$ cat config.mk
export PLATFORM = sky130hd
export DESIGN_NAME = link_diag_status_regs
export DESIGN_NICKNAME = d
export VERILOG_FILES = /design/src/link_diag_pkg.sv /design/src/sd_loss_timer.sv /design/src/link_diag_status_regs.sv
export SDC_FILE = /design/constraint.sdc
export NUM_CORES = 1
export LEC_CHECK = 0
export BUFFER_PORTS_ARGS = -buffer_cell sky130_fd_sc_hd__buf_4
export CAP_MARGIN = 15
export CORE_MARGIN = 3
export CORE_UTILIZATION = 40
export CTS_CLUSTER_DIAMETER = 150
export DETAILED_ROUTE_END_ITERATION = 16
export PLACE_DENSITY = 0.61
export SETUP_SLACK_MARGIN = 0.2
export SLEW_MARGIN = 20
export SYNTH_ARGS = -nofsm -noshare
export SYNTH_HDL_FRONTEND = slang
export SYNTH_SLANG_ARGS = --single-unit
$ cat constraint.sdc
create_clock -name REF_CLK -period 2.71 [get_ports REF_CLK]
set_input_delay 0.542 -clock REF_CLK [delete_from_list [all_inputs] [get_ports REF_CLK]]
set_output_delay 0.542 -clock REF_CLK [all_outputs]
set_load 0.1 [all_outputs]
$ cat src/link_diag_pkg.sv
// Constants shared by the link diagnostic register bank
package link_diag_pkg;

  // ----------------------------------------------------------------
  // Register indices (byte address is four times the index)
  // ----------------------------------------------------------------
  localparam logic [5:0] IDX_PAGE_SELECT   = 6'h13;
  localparam logic [5:0] IDX_CABLE_LENGTH  = 6'h14;
  localparam logic [5:0] IDX_OFFSET_RESULT   = 6'h15;
  localparam logic [5:0] IDX_SIGNAL_DETECT = 6'h1E;

  // ----------------------------------------------------------------
  // Page values
  // ----------------------------------------------------------------
  localparam logic [2:0] PAGE_TEST         = 3'h1;
  localparam logic [2:0] PAGE_DIAG         = 3'h2;

  // ----------------------------------------------------------------
  // Field positions
  // ----------------------------------------------------------------
  localparam int SD_FIXED_ONE_BIT  = 15;
  localparam int SD_FAST_LOSS_BIT  = 8;
  localparam int FQ_SAMPLE_BIT     = 15;
  localparam int FQ_SELECT_BIT     = 8;
  localparam int PAGE_MSB          = 2;

  // ----------------------------------------------------------------
  // Reset values
  // ----------------------------------------------------------------
  localparam logic [2:0] PAGE_RESET        = 3'h0;
  localparam logic [7:0] SPAN_RESET        = 8'hFF;
  localparam logic [7:0] SPAN_UNKNOWN      = 8'hFF;
  localparam logic [7:0] RESULT_RESET      = 8'h00;
  localparam logic       FAST_LOSS_RESET   = 1'b0;
  localparam logic       SELECT_RESET      = 1'b0;

  // ----------------------------------------------------------------
  // Timing
  // ----------------------------------------------------------------
  localparam int CLK_PERIOD_PS     = 4000;
  localparam int FAST_LOSS_NS      = 1;
  localparam int FAST_LOSS_US      = 1;
  localparam int SLOW_LOSS_US      = 250;
  localparam int FAST_LOSS_CYCLES  = (FAST_LOSS_US * 1000000 + CLK_PERIOD_PS - 1) / CLK_PERIOD_PS;
  localparam int SLOW_LOSS_CYCLES  = (SLOW_LOSS_US * 1000000 + CLK_PERIOD_PS - 1) / CLK_PERIOD_PS;

  // ----------------------------------------------------------------
  // Fetch sequencer
  // ----------------------------------------------------------------
  typedef enum logic [1:0] {
    FETCH_IDLE = 2'b00,
    FETCH_WAIT = 2'b01,
    FETCH_LOAD = 2'b11
  } fetch_state_e;

endpackage

$ cat src/sd_loss_timer.sv
// Times a continuous absence of signal detect and flags link loss
`timescale 1ns/1ps
`default_nettype none
module sd_loss_timer #(
  parameter int FAST_CYCLES = 250,
  parameter int SLOW_CYCLES = 62500,
  parameter int CW          = 17
) (
  // Clock and reset
  input  wire logic clk,
  input  wire logic srst,
  // Control and status
  input  wire logic signal_present,
  input  wire logic fast_loss_select,
  output logic      link_loss
);

  logic [CW-1:0] count;
  logic [CW-1:0] next_count;
  logic          next_link_loss;
  logic [CW-1:0] limit;

  assign limit = fast_loss_select ? CW'(FAST_CYCLES) : CW'(SLOW_CYCLES);

  // ----------------------------------------------------------------
  // Absence counter
  // ----------------------------------------------------------------
  always_comb begin
    next_count     = count;
    next_link_loss = link_loss;
    if (signal_present) begin
      next_count     = '0;
      next_link_loss = 1'b0;
    end else if (count >= limit) begin
      next_link_loss = 1'b1;
    end else begin
      next_count = count + CW'(1);
    end
  end

  always_ff @(posedge clk) begin
    if (srst) begin
      count     <= '0;
      link_loss <= 1'b0;
    end else begin
      count     <= next_count;
      link_loss <= next_link_loss;
    end
  end

endmodule
`default_nettype wire

$ cat src/link_diag_status_regs.sv
// Link diagnostic and signal detect register bank behind an APB slave
//
// Register access over APB was decided locally.
`timescale 1ns/1ps
`default_nettype none
module link_diag_status_regs #(
  parameter int SLOW_LOSS_CYCLES = link_diag_pkg::SLOW_LOSS_CYCLES
) (
  // Clock and reset
  input  wire logic        REF_CLK,
  input  wire logic        SRST,
  // APB slave
  input  wire logic        PSEL,
  input  wire logic        PENABLE,
  input  wire logic        PWRITE,
  input  wire logic [7:0]  PADDR,
  input  wire logic [31:0] PWDATA,
  output logic [31:0]      PRDATA,
  output logic             PREADY,
  output logic             PSLVERR,
  // Signal detect path
  input  wire logic        SIGNAL_DETECT,
  output logic             LINK_LOSS,
  output logic             FAST_LOSS_SELECT,
  // Cable length estimator
  input  wire logic [7:0]  SPAN_ESTIMATE,
  input  wire logic        SPAN_DETERMINED,
  input  wire logic        SPEED_100,
  input  wire logic        LINK_VALID,
  // DSP frequency fetch
  output logic             DSP_FETCH_REQ,
  input  wire logic        DSP_FETCH_ACK,
  input  wire logic [7:0]  DSP_LONG_OFFSET,
  input  wire logic [7:0]  DSP_PHASE_CORR,
  // Current page
  output logic [2:0]       PAGE
);

  // ----------------------------------------------------------------
  // Declarations
  // ----------------------------------------------------------------
  logic                       sd_s1;
  logic                       sd_s2;
  logic                       sd_s3;
  logic                       sd_level;
  logic                       next_sd_level;
  logic [2:0]                 page_select_register;
  logic [2:0]                 next_page;
  logic                       fast_loss_select;
  logic                       next_fast_loss;
  logic                       value_select;
  logic                       next_value_select;
  logic                       fetch_select;
  logic                       next_fetch_select;
  logic [7:0]                 wire_span_estimate;
  logic [7:0]                 next_span;
  logic [7:0]                 offset_result;
  logic [7:0]                 next_result;
  logic [31:0]                next_prdata;
  link_diag_pkg::fetch_state_e fetch_state;
  link_diag_pkg::fetch_state_e next_fetch_state;
  logic [7:0]                 fetched;
  logic [7:0]                 next_fetched;
  logic [5:0]                 index;
  logic                       aligned;
  logic                       hit_page;
  logic                       hit_span;
  logic                       hit_offset;
  logic                       hit_config;
  logic                       mapped;
  logic                       setup;
  logic                       wr_access;
  logic                       offset_sample_request;
  logic [8:0]                 control_sum;
  logic [7:0]                 control_value;

  // ----------------------------------------------------------------
  // Address decode
  // ----------------------------------------------------------------
  assign index      = PADDR[7:2];
  assign aligned    = PADDR[1:0] == 2'b00;
  assign hit_page   = aligned && index == link_diag_pkg::IDX_PAGE_SELECT;
  assign hit_span   = aligned && index == link_diag_pkg::IDX_CABLE_LENGTH
                      && page_select_register == link_diag_pkg::PAGE_DIAG;
  assign hit_offset = aligned && index == link_diag_pkg::IDX_OFFSET_RESULT
                      && page_select_register == link_diag_pkg::PAGE_DIAG;
  assign hit_config = aligned && index == link_diag_pkg::IDX_SIGNAL_DETECT
                      && page_select_register == link_diag_pkg::PAGE_TEST;
  assign mapped     = hit_page || hit_span || hit_offset || hit_config;
  assign setup      = PSEL && !PENABLE;
  assign wr_access  = PSEL && PENABLE && PWRITE && mapped;

  // Zero wait states; unmapped or wrong-page access answers with an error
  assign PREADY  = 1'b1;
  assign PSLVERR = PSEL && PENABLE && !mapped;

  assign offset_sample_request = wr_access && hit_offset && PWDATA[link_diag_pkg::FQ_SAMPLE_BIT];

  // ----------------------------------------------------------------
  // Signal detect synchroniser
  // ----------------------------------------------------------------
  always_comb begin
    next_sd_level = sd_level;
    if (sd_s2 == sd_s3) begin
      next_sd_level = sd_s3;
    end
  end

  always_ff @(posedge REF_CLK) begin
    if (SRST) begin
      sd_s1    <= 1'b0;
      sd_s2    <= 1'b0;
      sd_s3    <= 1'b0;
      sd_level <= 1'b0;
    end else begin
      sd_s1    <= SIGNAL_DETECT;
      sd_s2    <= sd_s1;
      sd_s3    <= sd_s2;
      sd_level <= next_sd_level;
    end
  end

  sd_loss_timer #(
    .FAST_CYCLES (link_diag_pkg::FAST_LOSS_CYCLES),
    .SLOW_CYCLES (SLOW_LOSS_CYCLES),
    .CW          (32)
  ) u_loss_timer (
    .clk              (REF_CLK),
    .srst             (SRST),
    .signal_present   (sd_level),
    .fast_loss_select (fast_loss_select),
    .link_loss        (LINK_LOSS)
  );

  // ----------------------------------------------------------------
  // Software-written control
  // ----------------------------------------------------------------
  always_comb begin
    next_page         = page_select_register;
    next_fast_loss    = fast_loss_select;
    next_value_select = value_select;
    if (wr_access && hit_page) begin
      next_page = PWDATA[link_diag_pkg::PAGE_MSB:0];
    end
    if (wr_access && hit_config) begin
      next_fast_loss = PWDATA[link_diag_pkg::SD_FAST_LOSS_BIT];
    end
    if (wr_access && hit_offset) begin
      next_value_select = PWDATA[link_diag_pkg::FQ_SELECT_BIT];
    end
  end

  always_ff @(posedge REF_CLK) begin
    if (SRST) begin
      page_select_register <= link_diag_pkg::PAGE_RESET;
      fast_loss_select     <= link_diag_pkg::FAST_LOSS_RESET;
      value_select         <= link_diag_pkg::SELECT_RESET;
    end else begin
      page_select_register <= next_page;
      fast_loss_select     <= next_fast_loss;
      value_select         <= next_value_select;
    end
  end

  assign PAGE             = page_select_register;
  assign FAST_LOSS_SELECT = fast_loss_select;

  // ----------------------------------------------------------------
  // Cable span estimate
  // ----------------------------------------------------------------
  always_comb begin
    next_span = link_diag_pkg::SPAN_UNKNOWN;
    if (SPEED_100 && LINK_VALID && SPAN_DETERMINED) begin
      next_span = SPAN_ESTIMATE;
    end
  end

  always_ff @(posedge REF_CLK) begin
    if (SRST) begin
      wire_span_estimate <= link_diag_pkg::SPAN_RESET;
    end else begin
      wire_span_estimate <= next_span;
    end
  end

  // ----------------------------------------------------------------
  // DSP fetch sequencer
  // ----------------------------------------------------------------
  // Control value saturates so the sum stays a valid signed byte
  assign control_sum   = {DSP_LONG_OFFSET[7], DSP_LONG_OFFSET} + {DSP_PHASE_CORR[7], DSP_PHASE_CORR};
  assign control_value = (control_sum[8] != control_sum[7]) ? {control_sum[8], {7{~control_sum[8]}}}
                                                            : control_sum[7:0];

  always_comb begin
    next_fetch_state  = fetch_state;
    next_fetch_select = fetch_select;
    next_fetched      = fetched;
    next_result       = offset_result;
    case (fetch_state)
      link_diag_pkg::FETCH_IDLE: begin
        if (offset_sample_request) begin
          next_fetch_select = PWDATA[link_diag_pkg::FQ_SELECT_BIT];
          next_fetch_state  = link_diag_pkg::FETCH_WAIT;
        end
      end
      link_diag_pkg::FETCH_WAIT: begin
        if (DSP_FETCH_ACK) begin
          next_fetched     = fetch_select ? control_value : DSP_LONG_OFFSET;
          next_fetch_state = link_diag_pkg::FETCH_LOAD;
        end
      end
      link_diag_pkg::FETCH_LOAD: begin
        next_result      = fetched;
        next_fetch_state = link_diag_pkg::FETCH_IDLE;
      end
      default: begin
        next_fetch_state = link_diag_pkg::FETCH_IDLE;
      end
    endcase
  end

  always_ff @(posedge REF_CLK) begin
    if (SRST) begin
      fetch_state   <= link_diag_pkg::FETCH_IDLE;
      fetch_select  <= link_diag_pkg::SELECT_RESET;
      fetched       <= link_diag_pkg::RESULT_RESET;
      offset_result <= link_diag_pkg::RESULT_RESET;
    end else begin
      fetch_state   <= next_fetch_state;
      fetch_select  <= next_fetch_select;
      fetched       <= next_fetched;
      offset_result <= next_result;
    end
  end

  assign DSP_FETCH_REQ = fetch_state == link_diag_pkg::FETCH_WAIT;

  // ----------------------------------------------------------------
  // Read data, captured in the setup cycle
  // ----------------------------------------------------------------
  always_comb begin
    next_prdata = PRDATA;
    if (setup) begin
      next_prdata = 32'h0000_0000;
      if (hit_page) begin
        next_prdata[link_diag_pkg::PAGE_MSB:0] = page_select_register;
      end
      if (hit_span) begin
        next_prdata[7:0] = wire_span_estimate;
      end
      if (hit_offset) begin
        next_prdata[link_diag_pkg::FQ_SELECT_BIT] = value_select;
        next_prdata[7:0]                          = offset_result;
      end
      if (hit_config) begin
        next_prdata[link_diag_pkg::SD_FIXED_ONE_BIT] = 1'b1;
        next_prdata[link_diag_pkg::SD_FAST_LOSS_BIT] = fast_loss_select;
      end
    end
  end

  always_ff @(posedge REF_CLK) begin
    if (SRST) begin
      PRDATA <= 32'h0000_0000;
    end else begin
      PRDATA <= next_prdata;
    end
  end

  // ----------------------------------------------------------------
  // Checks
  // ----------------------------------------------------------------
  AST_SAMPLE_READS_ZERO: assert property (@(posedge REF_CLK) disable iff (SRST)
    PSEL && PENABLE && hit_offset |-> !PRDATA[link_diag_pkg::FQ_SAMPLE_BIT] && PRDATA[14:9] == 6'h00)
    else $error("sample request bit or reserved bits read nonzero");

  AST_CONFIG_FIXED_BITS: assert property (@(posedge REF_CLK) disable iff (SRST)
    PSEL && PENABLE && hit_config |-> PRDATA[15:9] == 7'h40 && PRDATA[7:0] == 8'h00)
    else $error("config reserved bits read wrong");

  AST_PAGE_GATING: assert property (@(posedge REF_CLK) disable iff (SRST)
    PSEL && PENABLE && aligned && (index == link_diag_pkg::IDX_CABLE_LENGTH)
    && page_select_register != link_diag_pkg::PAGE_DIAG |-> PSLVERR)
    else $error("diagnostics register reached off its page");

  AST_SPAN_UNKNOWN: assert property (@(posedge REF_CLK) disable iff (SRST)
    !(SPEED_100 && LINK_VALID && SPAN_DETERMINED) |=> wire_span_estimate == 8'hFF)
    else $error("span not FFh while undetermined");

  AST_SPAN_FOLLOWS: assert property (@(posedge REF_CLK) disable iff (SRST)
    SPEED_100 && LINK_VALID && SPAN_DETERMINED |=> wire_span_estimate == $past(SPAN_ESTIMATE))
    else $error("span does not follow estimator");

  AST_REQUEST_STARTS: assert property (@(posedge REF_CLK) disable iff (SRST)
    offset_sample_request && fetch_state == link_diag_pkg::FETCH_IDLE |=> DSP_FETCH_REQ)
    else $error("sample request did not start a fetch");

  AST_RESULT_LOADS: assert property (@(posedge REF_CLK) disable iff (SRST)
    DSP_FETCH_REQ && DSP_FETCH_ACK && !fetch_select |=> ##1 offset_result == $past(DSP_LONG_OFFSET, 2))
    else $error("long-term offset not loaded two cycles after ack");

  AST_RESULT_HOLDS: assert property (@(posedge REF_CLK) disable iff (SRST)
    fetch_state != link_diag_pkg::FETCH_LOAD |=> $stable(offset_result))
    else $error("result changed without a completed fetch");

  AST_FAST_LOSS_WRITE: assert property (@(posedge REF_CLK) disable iff (SRST)
    wr_access && hit_config |=> fast_loss_select == $past(PWDATA[link_diag_pkg::SD_FAST_LOSS_BIT]))
    else $error("fast-loss select not written");

  AST_LOSS_CLEARS: assert property (@(posedge REF_CLK) disable iff (SRST)
    sd_level |=> !LINK_LOSS)
    else $error("link loss flag set while signal present");

  AST_LOSS_NEEDS_ABSENCE: assert property (@(posedge REF_CLK) disable iff (SRST)
    $rose(LINK_LOSS) |-> !$past(sd_level) && !$past(sd_level, 2))
    else $error("link loss flagged without absent signal");

  AST_SPAN_RESERVED: assert property (@(posedge REF_CLK) disable iff (SRST)
    PSEL && PENABLE && hit_span |-> PRDATA[15:8] == 8'h00)
    else $error("span reserved bits read nonzero");

  AST_ACK_ENDS_REQUEST: assert property (@(posedge REF_CLK) disable iff (SRST)
    DSP_FETCH_REQ && DSP_FETCH_ACK |=> !DSP_FETCH_REQ)
    else $error("fetch request stands after acknowledge");

  AST_OFF_PAGE_READS_ZERO: assert property (@(posedge REF_CLK) disable iff (SRST)
    PSEL && PENABLE && !mapped |-> PRDATA == 32'h0000_0000)
    else $error("refused access returned nonzero data");

endmodule
`default_nettype wire

==> impl_metrics.tcl <==
set metrics [dict create \
    rsz0062_at_grt "false" \
    cts_tree "built" \
    antenna_cells 0 \
    pre_cts_slack_ns 0.0825 \
    post-route-period-util 0.875 \
    cp_slowest_cell "nor4b_4" \
    num_io_pins 114 \
    grt.overflow.total 0 \
    cap_violations 0 \
    start_util 0.423 \
    end_kind "output pin" \
    layout.nets 612 \
    finalMaxSlewViolations 0 \
    drive_above_1_share 0.238 \
    critPathMaxStageDelay_ns 0.36 \
    setup_viol 0 \
    grt_max_degree 41 \
    cp_data_arrival_time_ns 1.83 \
    power.density_mw_per_mm2 524 \
    vias_per_cell 5.08 \
    gp_congestion 0.770 \
    firstDrtPassIters 4 \
    synth_area_per_cell_um2 8.79 \
    die_h_um 106 \
    crit_path_cell_trace "buf_4 -> nor4b_2 -> nand2_1 -> nor4b_4 -> nor4_4 -> buf_4" \
    worst_hold_slack_ns 0.359 \
    port_buffers 63 \
    drc 0 \
    synth_top_cell_area_share 0.395 \
    synth_area_mm2 0.00400 \
    drtAntennaViolNets 0 \
    antenna_found_initial 0 \
    htreeDepth 3 \
    numClockSinks 79 \
    route.vias.total 3308 \
    routed_wl_um 8820 \
    outcome "complete, no violations" \
    wl_per_cell_um 13.5 \
    worst-setup-path-type "input pin to output pin" \
    fmax_mhz 422 \
    start_kind "input pin" \
    areaGrowthSynthToFinish_pct 19.8 \
    fin_worst_skew_ns 0.0125 \
    crit_family "simple AND/OR/NAND/NOR gates" \
    synth-edff-count 0 \
    crit_fanout 2 \
    synth.yosys.seq_area_share 0.395 \
    dieArea_mm2 0.0112 \
    synth_top_cell_by_area "dfxtp_1" \
    fp.coreArea_mm2 0.00946 \
    clockRootBuffer "clkbuf_8" \
    reg2reg_depth 8 \
    tightest_slew_ns 0.818 \
    drtIter0Drc 122 \
    ys_async_sr_fraction 0 \
    crit_top_cell "buf_4" \
    vdd_drop_max_uv 228 \
    post-dp-hpwl_um 6520 \
    synth_warnings 0 \
    p_leak_nw 1.93 \
    hp-class "input pin to register" \
    clk_latency_ns 0.36 \
    synth_ff_type "dfxtp_1" \
    synth_cells 455 \
    grt_pass1_vias 3255 \
    cts_inserted_buffers 9 \
    power_w 0.00251 \
    post_cts_buffers 0 \
    grtUsageTotal 0.161 \
    netlist-cell-type-count 59 \
    rows 35 \
    whs_path_depth 2 \
    timing.critical_path.buf_inv 2 \
    grt_pass1_wl_um 14900 \
    cp.depth 6 \
    period_needed_ns 2.37 \
    slew_headroom 0.454 \
    worst_slack_ns 0.340 \
    clockBufferDepth 2 \
    cts_hold_buf 0 \
    hold_viol 0 \
    synth_seq_cells 79 \
    synth_area_leaders "dfxtp_1 (40%), ha_1 (6.3%), a21oi_1 (4.8%)" \
    fill_cells 921 \
    cts.clk_slew.worst_paths_ns 0.09 \
    crit_required_ns 2.17 \
    dieWidth_um 106 \
]
## cells in the mapped netlist (all sizes together), types with 2 or more instances
cell,count
and3,7
dfxtp,79
nor2b,6
o31ai,4
a31oi,2
nand2b,3
nor2,30
o211ai,4
nand4b,2
o21ai,13
and4,3
a21o,3
buf,26
and2,20
nor4b,5
ha,20
xor2,3
a22oi,3
a21oi,38
nand2,46
mux2i,3
nand4,7
or3,5
nand3b,3
o21a,4
xnor2,2
inv,9
a211oi,12
nor4,7
nor3,4
conb,2
maj3,2
mux2,8
clkbuf,14
or4,8
or2,9
nand3,27
## final cells by class
type                       count  area, um2  share of cell area
multi-input combinational    348       2260               0.472
inverter                       9       33.8             0.00705
clock inverter                 6       72.6              0.0151
timing repair buffer          70        526               0.110
clock buffer                  10        149              0.0311
sequential                    79       1590               0.331
tap                          129        161              0.0337
## worst reg2reg max path: stages, from the launching register on
cell      delay [ns]
dfxtp_4         0.45
inv_1           0.12
ha_1            0.33
a21o_1          0.19
o21ai_2         0.14
a311oi_2        0.12
buf_4           0.22
or4_1           0.52
a21oi_1         0.15
## per-stage QoR
| stage | instances | TNS (ns) | utilization | cell area [um2] |
|---|---|---|---|---|
| floorplan | 476 | -0.170 | - | 4110 |
| global placement | 635 | 0 | 0.481 | 4550 |
| detailed placement | 635 | 0 | 0.481 | 4550 |
| CTS | 651 | 0 | 0.505 | 4780 |
| global route | 651 | 0 | 0.507 | 4790 |
| finish | 651 | 0 | 0.507 | 4790 |
## what timing repair did
| action | CTS | global route |
|---|---|---|
| gates resized for setup | 1 | 3 |
| setup endpoints to repair | 1 | 2 |
| cloned | 0 | 0 |
## cells by family (layout without fill, tap and decap cells)
logic type                 Yosys count  count (layout)  share of synthesized area
AOI/OAI and AO/OA                   92              92                      0.146
xor gates and xnor gates             5               5                     0.0109
adders and majority gates           23              23                     0.0725
buffers and inverters               49              95                     0.0688
DFF                                 79              79                      0.395
muxes                               11              11                     0.0300
other                                2              23                    0.00188
and+or+nand+nor                    194             194                      0.275
## cells in the final DEF, fill, tap and decap left out, types with 4 or more instances in the layout
master	count
and2_1	19
clkbuf_8	9
nor2_1	29
nand4_1	7
or3_1	5
mux2_2	8
inv_1	9
o21a_1	4
nor3_1	4
a211oi_1	12
ha_1	20
o31ai_1	4
or2_2	9
o211ai_1	4
nand2_1	46
or4_1	8
a21oi_1	38
nor2b_1	5
nor4_1	4
nand3_1	25
and3_1	7
o21ai_0	10
buf_4	70
dfxtp_1	75
conb_1	23
## per-layer routing
layer,track usage,share of wire
met1,0.198,0.46
met2,0.281,0.49
met3,0.0395,0.039
met4,0.0472,0.010
met5,0,0
## report_power, final
part           internal [W]  total [W]  switching (W)  leakage [nW]
clock network      0.000493   0.000957       0.000464         0.109
registers           0.00117    0.00118     0.00000638         0.641
logic              0.000111   0.000378       0.000268          1.18
total               0.00177    0.00251       0.000738          1.93
## path summary, 6_finish.rpt
kind,from,endpoint,slack (ns)
worst max-delay path,PADDR[1],PSLVERR,0.34
worst min-delay path,SPAN_ESTIMATE[5],wire_span_estimate[5]$_SDFF_PP1_,0.36
worst max register to register,FAST_LOSS_SELECT$_SDFFE_PP0P_,u_loss_timer.count[9]$_SDFFE_PP0N_,0.40
worst min register to register,sd_s1$_SDFF_PP0_,sd_s2$_SDFF_PP0_,0.44
## state kept, by name, indices dropped and copies added, names as in the netlist
signal                  cells
u_loss_timer.count         32
PRDATA                     10
fetched                     8
offset_result               8
wire_span_estimate          8
PAGE                        3
fetch_state                 2
FAST_LOSS_SELECT            1
fetch_select                1
sd_level                    1
sd_s1                       1
sd_s2                       1
sd_s3                       1
u_loss_timer.link_loss      1
value_select                1
No activity file was read; power rests on OpenSTA's default activity.
